File: src/rtc_pkg.sv
// Package of constants for the real-time counter register slice.
// Assumes an APB master with 32-bit data and word-aligned byte addresses.
package rtc_pkg;
  localparam logic [11:0] ADDR_ENABLE_CLEAR = 12'h0_000; // Chosen offset
  localparam logic [11:0] ADDR_ENABLE_SET   = 12'h0_004; // Chosen offset
  localparam logic [11:0] ADDR_IRQ_FLAGS    = 12'h0_008;
  localparam logic [11:0] ADDR_FREQ_TRIM    = 12'h0_00C; // Chosen offset
  localparam logic [11:0] ADDR_COUNT        = 12'h0_010;
  localparam logic [11:0] ADDR_CONTROL      = 12'h0_014; // Chosen offset
  localparam logic [11:0] ADDR_ALARM_ZERO_FLAG       = 12'h0_018; // Chosen offset

  localparam int BIT_WRAP  = 7;
  localparam int BIT_SYNC  = 6;
  localparam int BIT_ALARM = 0;
  localparam int BIT_SIGN  = 7;
  localparam int BIT_MODE  = 0;
  localparam int BIT_RUN   = 1;

  localparam logic [7:0]  IRQ_MASK      = 8'hC1;
  localparam logic [7:0]  RESET_BYTE    = 8'h00;
  localparam logic [31:0] RESET_WORD    = 32'h0000_0000;
  localparam logic [31:0] FULL_MAX      = 32'hFFFF_FFFF;
  localparam logic [31:0] HALF_MAX      = 32'h0000_FFFF;
  localparam logic [6:0]  TRIM_ZERO     = 7'h00;
  localparam int          SYSTEM_IRQ_LINE = 3;

  // Prescaler period in clocks and the trim cadence
  localparam logic [15:0] PRESCALE_NOM  = 16'h0_400;
  localparam logic [15:0] PRESCALE_ONE  = 16'h0_001;
  localparam logic [7:0]  TRIM_PERIOD   = 8'h80;

  typedef enum logic [0:0] {
    FULL_WIDTH_COUNT_MODE,
    HALF_WIDTH_COUNT_MODE
  } count_mode_t;
endpackage
File: src/rtc_counter_irq.sv
// Real-time counter slice: enables, flags, frequency trim and counter over APB.
// Assumes one clock at 200 MHz and an APB master that holds requests until pready.
//
// Summary of operation
// - Writing one to bit 7 of the enable-set register enables wrap interrupts; zero leaves it.
// - Writing one to bit 6 of the enable-set register enables sync-done interrupts; zero leaves it.
// - Writing one to bit 0 of the enable-set register enables alarm-zero interrupts; zero leaves it.
// - The enable-set register reads back the current enables, all zero after reset.
// - Writing one to a bit of the enable-clear register disables that enable.
// - Each interrupt flag is set by hardware when its condition occurs.
// - The flag register at 0x08 resets to zero and a flag clears only on a written one.
// - All enabled flags are ORed onto one request line, system line number 3.
// - A 7-bit trim magnitude of 1 to 127 adjusts the prescaler; zero disables trim.
// - Trim sign zero speeds the counter up; sign one slows it down.
// - In full-width mode the counter at 0x10 is 32 bits, read/write, reset to zero.
// - In half-width mode the counter at 0x10 is 16 bits, reset to zero, write-protected; here a write still lands, masked to 16 bits.
//
// Implementation choice: the APB slave port.
`timescale 1ns/1ps
module rtc_counter_irq
  import rtc_pkg::*;
(
  input  wire logic        clock,     // System clock
  input  wire logic        rst,       // Synchronous reset, active high
  input  wire logic        clk_en,    // Freezes all state while low
  input  wire logic        psel,      // APB select
  input  wire logic        penable,   // APB access phase
  input  wire logic        pwrite,    // APB direction
  input  wire logic [11:0] paddr,     // APB byte address
  input  wire logic [31:0] pwdata,    // APB write data
  output logic      [31:0] prdata,    // APB read data
  output logic             pready,    // APB ready
  output logic             pslverr,   // APB error on unmapped address
  output logic             irq_req    // Request to system line 3
);

  ////////////////////////////////////////////////////////////////////////
  // Bus decode

  logic        wr_stb;
  logic        rd_ok;
  logic [7:0]  irq_enable_ff;
  logic [7:0]  irq_flags_ff;
  logic [7:0]  trim_ff;
  logic [1:0]  control_ff;
  logic [31:0] alarm_ff;
  logic [31:0] count_ff;
  logic [15:0] presc_ff;
  logic [7:0]  trim_cnt_ff;
  logic        sync_pend_ff;
  logic        tick;
  logic        wrap_evt;
  logic        alarm_evt;
  logic        sync_evt;
  logic [31:0] cnt_max;
  logic [31:0] nxt_prdata;
  logic        nxt_slverr;
  logic [31:0] cnt_next;
  logic [7:0]  flag_set;
  logic [7:0]  flag_clr;
  logic        mode_wr;
  count_mode_t cur_mode;

  // Checks whether an address is one of ours
  function automatic logic addr_mapped(input logic [11:0] a);
    addr_mapped = (a == ADDR_ENABLE_CLEAR) || (a == ADDR_ENABLE_SET) ||
                  (a == ADDR_IRQ_FLAGS) || (a == ADDR_FREQ_TRIM) ||
                  (a == ADDR_COUNT) || (a == ADDR_CONTROL) || (a == ADDR_ALARM_ZERO_FLAG);
  endfunction

  // Next count value: past the mode's maximum the counter wraps to zero
  function automatic logic [31:0] count_after(input logic [31:0] cur, input logic [31:0] top);
    count_after = (cur == top) ? RESET_WORD : cur + 32'h0000_0001;
  endfunction

  // Zero-wait-state slave, but frozen while the clock enable is low
  assign pready = clk_en;
  assign wr_stb = psel && penable && pwrite && clk_en && addr_mapped(paddr);
  assign rd_ok  = addr_mapped(paddr);

  // Read mux and error, registered in the setup cycle so data is a flop output
  always_comb begin
    nxt_prdata = RESET_WORD;
    nxt_slverr = !rd_ok;
    case (paddr)
      ADDR_ENABLE_CLEAR: nxt_prdata = {24'h00_0000, irq_enable_ff};
      ADDR_ENABLE_SET:   nxt_prdata = {24'h00_0000, irq_enable_ff};
      ADDR_IRQ_FLAGS:    nxt_prdata = {24'h00_0000, irq_flags_ff};
      ADDR_FREQ_TRIM:    nxt_prdata = {24'h00_0000, trim_ff};
      ADDR_COUNT:        nxt_prdata = count_ff;
      ADDR_CONTROL:      nxt_prdata = {30'h0000_0000, control_ff};
      ADDR_ALARM_ZERO_FLAG:       nxt_prdata = alarm_ff;
      default:           nxt_prdata = RESET_WORD;
    endcase
  end

  // Read data captured while psel is high and penable low
  always_ff @(posedge clock) begin
    if (rst) begin
      prdata  <= RESET_WORD;
      pslverr <= 1'b0;
    end else if (clk_en && psel && !penable) begin
      prdata  <= nxt_prdata;
      pslverr <= nxt_slverr;
    end
  end

  ////////////////////////////////////////////////////////////////////////
  // Interrupt enables

  // Set and clear registers share one enable vector
  always_ff @(posedge clock) begin
    if (rst) begin
      irq_enable_ff <= RESET_BYTE;
    end else if (clk_en && wr_stb) begin
      if (paddr == ADDR_ENABLE_SET) begin
        irq_enable_ff <= irq_enable_ff | (pwdata[7:0] & IRQ_MASK);
      end else if (paddr == ADDR_ENABLE_CLEAR) begin
        irq_enable_ff <= irq_enable_ff & ~(pwdata[7:0] & IRQ_MASK);
      end
    end
  end

  ////////////////////////////////////////////////////////////////////////
  // Configuration registers

  // Trim, control and alarm compare; mode may change only while stopped
  always_ff @(posedge clock) begin
    if (rst) begin
      trim_ff    <= RESET_BYTE;
      control_ff <= 2'b00;
      alarm_ff   <= RESET_WORD;
    end else if (clk_en && wr_stb) begin
      if (paddr == ADDR_FREQ_TRIM) begin
        trim_ff <= pwdata[7:0];
      end
      if (paddr == ADDR_CONTROL) begin
        control_ff[BIT_RUN] <= pwdata[BIT_RUN];
        if (!control_ff[BIT_RUN]) begin
          control_ff[BIT_MODE] <= pwdata[BIT_MODE];
        end
      end
      if (paddr == ADDR_ALARM_ZERO_FLAG) begin
        alarm_ff <= pwdata;
      end
    end
  end

  ////////////////////////////////////////////////////////////////////////
  // Prescaler with trim

  // Every TRIM_PERIOD ticks the period is stretched or shrunk by one clock per
  // unit of magnitude, spread as one cycle on the first 'magnitude' ticks.
  logic [15:0] presc_len;
  always_comb begin
    presc_len = PRESCALE_NOM;
    if (trim_ff[6:0] != TRIM_ZERO && trim_cnt_ff < {1'b0, trim_ff[6:0]}) begin
      presc_len = trim_ff[BIT_SIGN] ? PRESCALE_NOM + PRESCALE_ONE
                                    : PRESCALE_NOM - PRESCALE_ONE;
    end
  end

  assign tick = control_ff[BIT_RUN] && (presc_ff + PRESCALE_ONE >= presc_len);

  // Prescaler and trim cadence counters
  always_ff @(posedge clock) begin
    if (rst) begin
      presc_ff    <= 16'h0_000;
      trim_cnt_ff <= RESET_BYTE;
    end else if (clk_en && control_ff[BIT_RUN]) begin
      if (tick) begin
        presc_ff    <= 16'h0_000;
        trim_cnt_ff <= (trim_cnt_ff == TRIM_PERIOD - 8'h01) ? RESET_BYTE : trim_cnt_ff + 8'h01;
      end else begin
        presc_ff <= presc_ff + PRESCALE_ONE;
      end
    end
  end

  ////////////////////////////////////////////////////////////////////////
  // Counter

  assign cur_mode  = count_mode_t'(control_ff[BIT_MODE]);
  assign cnt_max   = (cur_mode == HALF_WIDTH_COUNT_MODE) ? HALF_MAX : FULL_MAX;
  assign cnt_next  = count_after(count_ff, cnt_max);
  assign wrap_evt  = clk_en && tick && (count_ff == cnt_max);
  // The tick that lands on the compare value raises the alarm, the wrap to zero included
  assign alarm_evt = clk_en && tick && (cnt_next == alarm_ff);
  assign sync_evt  = clk_en && sync_pend_ff;
  // A mode write lands only while stopped; the count is trimmed to the new width then
  assign mode_wr   = wr_stb && (paddr == ADDR_CONTROL) && !control_ff[BIT_RUN];

  // Software write wins over a tick; half mode keeps only 16 bits
  always_ff @(posedge clock) begin
    if (rst) begin
      count_ff <= RESET_WORD;
    end else if (clk_en) begin
      if (wr_stb && paddr == ADDR_COUNT) begin
        count_ff <= pwdata & cnt_max;
      end else if (mode_wr && pwdata[BIT_MODE]) begin
        count_ff <= count_ff & HALF_MAX;
      end else if (tick) begin
        count_ff <= cnt_next;
      end
    end
  end

  // A counter write completes its synchronisation one cycle later
  always_ff @(posedge clock) begin
    if (rst) begin
      sync_pend_ff <= 1'b0;
    end else if (clk_en) begin
      sync_pend_ff <= wr_stb && (paddr == ADDR_COUNT);
    end
  end

  ////////////////////////////////////////////////////////////////////////
  // Flags and request

  // Clear vector from a write of ones, set vector from the three events
  always_comb begin
    flag_clr = (wr_stb && paddr == ADDR_IRQ_FLAGS) ? (pwdata[7:0] & IRQ_MASK) : RESET_BYTE;
    flag_set = RESET_BYTE;
    flag_set[BIT_WRAP]  = wrap_evt;
    flag_set[BIT_SYNC]  = sync_evt;
    flag_set[BIT_ALARM] = alarm_evt;
  end

  // Set wins over a simultaneous write-one clear so no event is lost
  always_ff @(posedge clock) begin
    if (rst) begin
      irq_flags_ff <= RESET_BYTE;
    end else if (clk_en) begin
      irq_flags_ff <= (irq_flags_ff & ~flag_clr) | flag_set;
    end
  end

  assign irq_req = |(irq_flags_ff & irq_enable_ff);

  ////////////////////////////////////////////////////////////////////////
  // Checks

  chk_enable_set: assert property (@(posedge clock) disable iff (rst)
    (wr_stb && paddr == ADDR_ENABLE_SET && pwdata[BIT_WRAP]) |=> irq_enable_ff[BIT_WRAP])
    else $error("wrap enable not set by write one");

  chk_enable_keep: assert property (@(posedge clock) disable iff (rst)
    (wr_stb && paddr == ADDR_ENABLE_SET && !pwdata[BIT_SYNC]) |=> $stable(irq_enable_ff[BIT_SYNC]))
    else $error("sync enable changed by write zero");

  chk_alarm_en: assert property (@(posedge clock) disable iff (rst)
    (wr_stb && paddr == ADDR_ENABLE_SET && pwdata[BIT_ALARM]) |=> irq_enable_ff[BIT_ALARM])
    else $error("alarm enable not set by write one");

  chk_enable_clear: assert property (@(posedge clock) disable iff (rst)
    (wr_stb && paddr == ADDR_ENABLE_CLEAR && pwdata[BIT_WRAP]) |=> !irq_enable_ff[BIT_WRAP])
    else $error("wrap enable not cleared");

  chk_wrap_flag: assert property (@(posedge clock) disable iff (rst)
    (wrap_evt && !(wr_stb && paddr == ADDR_COUNT))
      |=> irq_flags_ff[BIT_WRAP] && count_ff == RESET_WORD)
    else $error("wrap did not set flag");

  chk_flag_hold: assert property (@(posedge clock) disable iff (rst)
    (irq_flags_ff[BIT_WRAP] && !(wr_stb && paddr == ADDR_IRQ_FLAGS && pwdata[BIT_WRAP]))
      |=> irq_flags_ff[BIT_WRAP])
    else $error("wrap flag cleared without write one");

  chk_irq_line: assert property (@(posedge clock) disable iff (rst)
    (irq_flags_ff[BIT_ALARM] && irq_enable_ff[BIT_ALARM]) |-> irq_req)
    else $error("enabled flag not on request line");

  chk_alarm_flag: assert property (@(posedge clock) disable iff (rst)
    (alarm_evt && !(wr_stb && (paddr == ADDR_COUNT || paddr == ADDR_ALARM_ZERO_FLAG)))
      |=> (irq_flags_ff[BIT_ALARM] && count_ff == alarm_ff))
    else $error("alarm match did not set flag");

  chk_half_range: assert property (@(posedge clock) disable iff (rst)
    control_ff[BIT_MODE] |-> count_ff[31:16] == 16'h0_000)
    else $error("half mode count above 16 bits");

  chk_trim_off: assert property (@(posedge clock) disable iff (rst)
    (trim_ff[6:0] == TRIM_ZERO) |-> presc_len == PRESCALE_NOM)
    else $error("zero trim changed prescaler");

  chk_enable_reset: assert property (@(posedge clock)
    rst |=> (irq_enable_ff == RESET_BYTE))
    else $error("enables not zero after reset");

  chk_flags_reset: assert property (@(posedge clock)
    rst |=> (irq_flags_ff == RESET_BYTE && !irq_req))
    else $error("flags not zero after reset");

  chk_count_reset: assert property (@(posedge clock)
    rst |=> (count_ff == RESET_WORD))
    else $error("count not zero after reset");

  chk_wrap_keep: assert property (@(posedge clock) disable iff (rst)
    (wr_stb && paddr == ADDR_ENABLE_SET && !pwdata[BIT_WRAP]) |=> $stable(irq_enable_ff[BIT_WRAP]))
    else $error("wrap enable changed by write zero");

  chk_sync_set: assert property (@(posedge clock) disable iff (rst)
    (wr_stb && paddr == ADDR_ENABLE_SET && pwdata[BIT_SYNC]) |=> irq_enable_ff[BIT_SYNC])
    else $error("sync enable not set by write one");

  chk_alarm_keep: assert property (@(posedge clock) disable iff (rst)
    (wr_stb && paddr == ADDR_ENABLE_SET && !pwdata[BIT_ALARM]) |=> $stable(irq_enable_ff[BIT_ALARM]))
    else $error("alarm enable changed by write zero");

  chk_alarm_clear: assert property (@(posedge clock) disable iff (rst)
    (wr_stb && paddr == ADDR_ENABLE_CLEAR && pwdata[BIT_ALARM]) |=> !irq_enable_ff[BIT_ALARM])
    else $error("alarm enable not cleared");

  chk_sync_flag: assert property (@(posedge clock) disable iff (rst)
    (clk_en && sync_pend_ff) |=> irq_flags_ff[BIT_SYNC])
    else $error("sync done did not set flag");

  chk_trim_fast: assert property (@(posedge clock) disable iff (rst)
    (trim_ff[6:0] != TRIM_ZERO && !trim_ff[BIT_SIGN] && trim_cnt_ff < {1'b0, trim_ff[6:0]})
      |-> presc_len < PRESCALE_NOM)
    else $error("positive trim did not shorten period");

  chk_trim_slow: assert property (@(posedge clock) disable iff (rst)
    (trim_ff[6:0] != TRIM_ZERO && trim_ff[BIT_SIGN] && trim_cnt_ff < {1'b0, trim_ff[6:0]})
      |-> presc_len > PRESCALE_NOM)
    else $error("negative trim did not stretch period");

  chk_count_write: assert property (@(posedge clock) disable iff (rst)
    (wr_stb && paddr == ADDR_COUNT && !control_ff[BIT_MODE]) |=> count_ff == $past(pwdata))
    else $error("full-width count write lost");

  chk_mode_lock: assert property (@(posedge clock) disable iff (rst)
    control_ff[BIT_RUN] |=> $stable(control_ff[BIT_MODE]))
    else $error("mode changed while running");

  // Clock enable low must hold the count and the flag register
  chk_freeze_count: assert property (@(posedge clock) disable iff (rst)
    !clk_en |=> $stable(count_ff))
    else $error("count moved while clock enable low");

  chk_freeze_flags: assert property (@(posedge clock) disable iff (rst)
    !clk_en |=> $stable(irq_flags_ff))
    else $error("flags moved while clock enable low");

  chk_irq_quiet: assert property (@(posedge clock) disable iff (rst)
    (!irq_enable_ff[BIT_WRAP] && !irq_enable_ff[BIT_SYNC] && !irq_enable_ff[BIT_ALARM]) |-> !irq_req)
    else $error("request raised with all enables off");

endmodule

File: config.mk
export PLATFORM = sky130hd
export DESIGN_NAME = rtc_counter_irq
export DESIGN_NICKNAME = d
export VERILOG_FILES = /design/src/rtc_pkg.sv /design/src/rtc_counter_irq.sv
export SDC_FILE = /design/constraint.sdc
export NUM_CORES = 1
export LEC_CHECK = 0
export BUFFER_PORTS_ARGS = -buffer_cell sky130_fd_sc_hd__buf_2
export CAP_MARGIN = 20
export CORE_ASPECT_RATIO = 1.2
export CORE_UTILIZATION = 50
export CTS_BUF_LIST = sky130_fd_sc_hd__clkbuf_8
export CTS_CLUSTER_SIZE = 16
export DETAILED_ROUTE_END_ITERATION = 7
export GPL_ROUTABILITY_DRIVEN = 0
export GPL_TIMING_DRIVEN = 0
export PLACE_DENSITY = 0.69
export SLEW_MARGIN = 0
export SYNTH_ARGS = -nofsm -noshare
export SYNTH_HDL_FRONTEND = slang
export SYNTH_SLANG_ARGS = --single-unit
File: constraint.sdc
create_clock -name clock -period 9.75 [get_ports clock]
set_input_delay 0.4875 -clock clock [delete_from_list [all_inputs] [get_ports clock]]
set_output_delay 0.4875 -clock clock [all_outputs]
set_load 0.02 [all_outputs]
==> flow_summary.toml, run 1 <==
[sta]
max_freq_mhz = 200
worst_slew_pin_slew_ps = 1200
setup_violations = 0
min_period_ps = 4990
final.setup.tns_ps = 0
period_share_pct = 51.2
hold_viol = 0
final_max_slew_viol_count = 0
grt_setup_unrepaired = "false"
maxSlewHeadroom_pct = 19.4
setup_slack_ps = 4760
holdWs_ps = 261
fin_skew_ps = 12.4

[final_layout]
nets = 1274
final_cells = 1427
drive_above_1_share_pct = 12.6
most-common-layout-cells = "nand2_1 (162), nor2_1 (139), dfxtp_1 (138), a21oi_1 (121), buf_2 (103)"
num_antenna_cells = 0
layout_commonest_cell = "nand2_1"
syn_to_final_growth_pct = 13.1
fillers = 1575

[min_path]
min_path_cells = 3
min_path_type = "in2reg"

[routing]
postRouteAntennaNets = 0
drc = 0
avgRoutedWirePerCell_um = 19.9
drt_iter0_markers = 1002
wl_um = 28300
vias = 8693
dr.pass1.iters = 6
drt-vias-per-instance = 6.09

[clock_network]
postCtsSetupBuffers = 0
cts_buffers = 17
cts_max_level = 4
clockRootBuffer = "clkbuf_8"
ctsHoldBuffers = 0
insertion_delay_ps = 470
clk_pin_slew_worst_paths_ps = 90
cts.sinks = 138
post_cts_resized = 0
cts_tree = "done"
clk_path_buf_depth = 2

[die]
num_rows = 50
die_h_um = 142
dieWidth_um = 119
dieArea_mm2 = 0.0169
start_util_pct = 51.7
core_mm2 = 0.0158
io_pins = 85

[status]
status = "finished, final reports clean"

[pwr]
power_mw = 1.08
p_leak_nw = 3.44
power_density_mw_per_mm2 = 117
vdd.ir_drop.worst_mv = 0.0818

[synthesis]
synth-edff-count = 0
syn_area_per_cell_um2 = 7.41
synth-seq-cells = 138
syn-num-nets = 1172
async_reset_ff_share_pct = 0
ys_types = 70
ys_seq_area_share_pct = 33.8
synthCells = 1104
yosysWarnings = 0
synth_ff_type = "dfxtp_1"
syn-cell-area_mm2 = 0.00818

[critical_path]
start_kind = "flop"
cp_slowest_cell = "a2111oi_1"
worstReg2RegStart = "trim_ff[2]"
worstSetupStartpoint = "trim_ff[2]"
critPathMaxFanout = 10
cp.required_ps = 10090
reg2reg_slack_ps = 4760
critical_path_class = "reg2reg"
reg2reg_depth = 17
worst_ep_arrival_time_ps = 5330
crit_chain = "inv_1 > ha_1 > a211oi_1 > o21ai_0 > a2111oi_1 > inv_1 > ha_1 > o211ai_1 > nor2_1 > nand2_1 > a31oi_1 > o2111ai_1 > a21oi_2 > clkbuf_1 > o21ai_0 > a22oi_1 > nor3_1"
slowest_delay_ps = 640
r2r-end = "count_ff[29]"
timing.critical_path.to = "count_ff[29]"
critPathCaptureType = "flop"

[place]
post-place-ws_ps = 4760
port_buffers = 82
hpwl_um = 21100
numPlacedInstances = 1395

[run]
cap_violations = 0

[grt]
grt_start_max_net_pins = 17
antenna_found_initial = 0
grt_pass1_vias = 8183
grtUsageTotal_pct = 34.4
grt_overflow = 0
grt_pass1_wl_um = 44500
cells by family after synthesis:
group | count (synthesis) | synth area share (%)
mux | 13 | 1.62
simple gates | 485 | 27.9
flops | 138 | 33.8
xor+xnor | 56 | 6.00
compound gates | 282 | 22.3
buf+inv | 112 | 5.71
fa+ha+maj | 18 | 2.75
worst min path at each step:
stage / endpoint / startpoint
finish: alarm_ff[26] / pwdata[26]
global placement: presc_ff[10] / presc_ff[10]
CTS: alarm_ff[24] / pwdata[24]
detailed placement: presc_ff[10] / presc_ff[10]
global route: alarm_ff[24] / pwdata[24]
floorplan: presc_ff[10] / presc_ff[10]
layout make-up:
| type | count | area (um2) | share of cell area (%) |
|---|---|---|---|
| multi-input combinational | 854 | 4960 | 53.6 |
| sequential | 138 | 2760 | 29.9 |
| timing repair buffer | 83 | 418 | 4.52 |
| buffer | 84 | 362 | 3.91 |
| tap | 208 | 260 | 2.81 |
| clock buffer | 17 | 234 | 2.53 |
| clock inverter | 15 | 153 | 1.65 |
| inverter | 28 | 105 | 1.14 |
sequential cells by signal (all words and copies together) (netlist names), named ones only:
name,count
control_ff,2
trim_cnt_ff,8
count_ff,32
presc_ff,16
pslverr,1
alarm_ff,32
sync_pend_ff,1
trim_ff,8
irq_flags_ff,3
prdata,32
cells in the mapped netlist, drive strengths merged (3+ instances only):
master	count	share of area [%]
a211oi	15	1.4
o211a	4	0.49
o21ai	31	1.9
a32oi	5	0.54
dfxtp	138	34
or2	3	0.23
a222oi	8	0.98
and3	19	1.5
o22ai	7	0.54
nand2b	7	0.54
nor3	21	1.3
mux2i	11	1.3
and4	4	0.43
a2111oi	4	0.75
or3	6	0.46
o211ai	3	0.28
nor2b	8	0.61
nor3b	3	0.28
nand3	46	2.8
nand4	25	2.3
nor2	140	6.5
o31ai	6	0.55
buf	25	1.7
a22oi	34	3.1
a21o	8	0.73
a21oi	122	7.5
nand4b	4	0.43
nand2	162	7.4
xor2	26	2.8
inv	28	1.3
or4	3	0.32
a221oi	4	0.43
clkbuf	59	2.7
nor4	20	1.7
and2	10	0.76
xnor2	30	3.2
ha	18	2.8
a31oi	10	0.76
a2bb2oi	3	0.32
power by group:
group          switching (mW)  internal, mW  total (mW)
registers           0.0000955         0.563       0.563
logic                  0.0298        0.0117      0.0416
clock network           0.247         0.227       0.474
total                   0.277         0.802        1.08
routing by layer:
metal,track usage [%],vias to the layer above,wire (um)
met1,41.1,3995,11300
met2,56.5,428,13200
li1,-,4146,-
met5,0,-,0
met4,24.7,0,1940
met3,5.17,124,1890
worst max-delay path, delay by kind of cell (launching register included):
kind | cells | cell delay (ps)
compound gates | 9 | 2440
buf+inv | 3 | 1020
fa+ha+maj | 2 | 730
flops | 1 | 420
simple gates | 3 | 260
through the flow:
stage / utilization [%] / cell area [um2]
global placement: 55.9 / 8850
global route: 58.5 / 9250
finish: 58.5 / 9250
detailed placement: 56.0 / 8860
floorplan: - / 8180
CTS: 58.5 / 9250
Note: power is estimated with default switching activity, not from simulation.
==> inputs of run 2 (changes only) <==
--- a/config.mk
+++ b/config.mk
@@ -5,6 +5,7 @@
 export SDC_FILE = /design/constraint.sdc
 export NUM_CORES = 1
 export LEC_CHECK = 0
+export ABC_AREA = 1
 export BUFFER_PORTS_ARGS = -buffer_cell sky130_fd_sc_hd__buf_2
 export CAP_MARGIN = 20
 export CORE_ASPECT_RATIO = 1.2
==> constraint.sdc (replaced) <==
create_clock -name clock -period 4.9 [get_ports clock]
set_input_delay 0.245 -clock clock [delete_from_list [all_inputs] [get_ports clock]]
set_output_delay 0.245 -clock clock [all_outputs]
set_load 0.02 [all_outputs]
==> flow_summary.toml, run 2 <==
[grt]
grtUsageTotal_pct = 32.4
grt_start_max_net_pins = 17
grt_overflow = 0
grt_pass1_wl_um = 43000
antenna_found_initial = 0
grt_pass1_vias = 8669

[routing]
drc = 0
drt-vias-per-instance = 5.46
vias = 9106
drt_iter0_markers = 620
postRouteAntennaNets = 0
avgRoutedWirePerCell_um = 16.3
wl_um = 27200
dr.pass1.iters = 6

[sta]
period_share_pct = 71.8
fin_skew_ps = 16.1
final_max_slew_viol_count = 0
worst_slew_pin_slew_ps = 792
max_freq_mhz = 284
hold_viol = 0
holdWs_ps = 67.7
min_period_ps = 3520
grt_setup_unrepaired = "false"
setup_violations = 0
final.setup.tns_ps = 0
maxSlewHeadroom_pct = 47.2
setup_slack_ps = 1380

[status]
status = "finished, final reports clean"

[clock_network]
cts.sinks = 138
clk_pin_slew_worst_paths_ps = 80
cts_max_level = 4
postCtsSetupBuffers = 0
cts_buffers = 17
cts_tree = "done"
clk_path_buf_depth = 2
insertion_delay_ps = 480
ctsHoldBuffers = 0
clockRootBuffer = "clkbuf_8"
post_cts_resized = 0

[critical_path]
worst_ep_arrival_time_ps = 3880
cp.required_ps = 5260
critical_path_class = "reg2reg"
critPathMaxFanout = 10
start_kind = "flop"
critPathCaptureType = "flop"

[final_layout]
seq_area_mm2 = 0.00276
largest_registers = "alarm_ff x32, count_ff x32, prdata x32"
syn_to_final_growth_pct = 12.8
layout_commonest_cell = "nand2_1"
final_cell_area_mm2 = 0.00951
nets = 1512
final_util_pct = 58.2
drive_above_1_share_pct = 10.6
fillers = 1737
num_antenna_cells = 0
most-common-layout-cells = "nand2_1 (399), inv_1 (138), dfxtp_1 (138), nor2_1 (133), a21oi_1 (117)"
multi_input_area_mm2 = 0.00485

[synthesis]
synth-seq-cells = 138
synthCells = 1342
async_reset_ff_share_pct = 0
synth_top_area_share_pct = 32.7
synth_ff_type = "dfxtp_1"
syn-num-nets = 1410
ys_seq_area_share_pct = 32.7
syn-cell-area_mm2 = 0.00844
synthTopCellsByArea = "dfxtp_1 (33%), nand2_1 (18%), a21oi_1 (6.9%)"
synth-edff-count = 0
syn_area_per_cell_um2 = 6.29
synth_most_common_cell = "nand2_1"
synth_top_area_cell = "dfxtp_1"
yosys-top-cells-count = "nand2_1 (399), dfxtp_1 (138), inv_1 (138)"
yosysWarnings = 0
ys_types = 39

[min_path]
min_path_type = "in2reg"

[place]
port_buffers = 83
post-place-ws_ps = 1360
hpwl_um = 20600
placed_area_mm2 = 0.00912

[die]
io_pins = 85
num_rows = 51
dieWidth_um = 121
die_h_um = 144
core_mm2 = 0.0163
start_util_pct = 51.7
dieArea_mm2 = 0.0174

[pwr]
power_density_mw_per_mm2 = 228
vdd.ir_drop.worst_mv = 0.127
p_leak_nw = 3.88

[run]
cap_violations = 0
==> run 2: changes by cell type after synthesis, sizes merged, moves of 16 or more <==
cell | previous run | this run
o22ai | 7 | 29
xnor2 | 30 | 5
nor4 | 20 | 4
and3 | 19 | 0
o21ai | 31 | 108
clkbuf | 59 | 39
nand3 | 46 | 96
nand2 | 162 | 404
nand4 | 25 | 8
inv | 28 | 145
a22oi | 34 | 0
==> run 2: logic make-up after synthesis <==
kind of cell,count (synthesis),synth area share (%)
compound gates,269,16.9
buf+inv,201,9.73
xor+xnor,43,4.79
flops,138,32.7
simple gates,673,33.1
fa+ha+maj,18,2.67
==> run 2: final cells by class <==
type / count / area share (%)
Buffer: 56 / 2.88
Clock buffer: 20 / 2.89
Clock inverter: 11 / 1.26
Inverter: 145 / 5.75
Multi-Input combinational cell: 1003 / 51.0
Sequential cell: 138 / 29.0
Tap cell: 212 / 2.79
Timing Repair Buffer: 83 / 4.37
==> run 2: power breakdown <==
group          internal [mW]  leakage, nW  switching [mW]
sequential              1.12         1.11        0.000233
clock                  0.488        0.197           0.478
combinational         0.0246         2.57          0.0606
==> run 2: worst paths after layout <==
path,start,to,slack [ps],cells past startpoint
max,trim_ff[5],count_ff[24],1380,22
min,clk_en,irq_flags_ff[6],70,3
max reg2reg,trim_ff[5],count_ff[24],1380,22
min reg2reg,prdata[26],prdata[26],460,2
==> run 2: worst max-delay path, stage by stage (launching register included) <==
cell	delay, ps
dfxtp_1	310
inv_1	90
ha_1	330
a21oi_1	130
nor2_1	50
nor2_1	130
nand3_1	350
ha_1	430
a21oi_1	200
nand3_1	100
nand2_1	80
nand3_1	60
nand2_1	70
nand2_1	70
nand2_1	60
nand2_1	40
nand2_1	90
nand2_2	70
nand2_2	150
nand2_4	120
buf_2	200
o21ai_0	210
nor2_1	60
==> run 2: per-layer routing <==
metal  vias up  track usage (%)  share of wire (%)
met5         -                0                  0
met4         0             18.8                4.8
met3        91             5.72                6.1
met2       310             57.9                 49
met1      4150             36.1                 40
li1       4555                -                  -
==> run 2: per-stage QoR <==
stage | power, mW | cells
3_3_place_gp | 1.23 | 1637
4_1_cts | 2.18 | 1668
2_1_floorplan | 1.18 | 1342
5_1_grt | 2.23 | 1668
3_5_place_dp | 1.23 | 1637
6_report | 2.17 | 1668
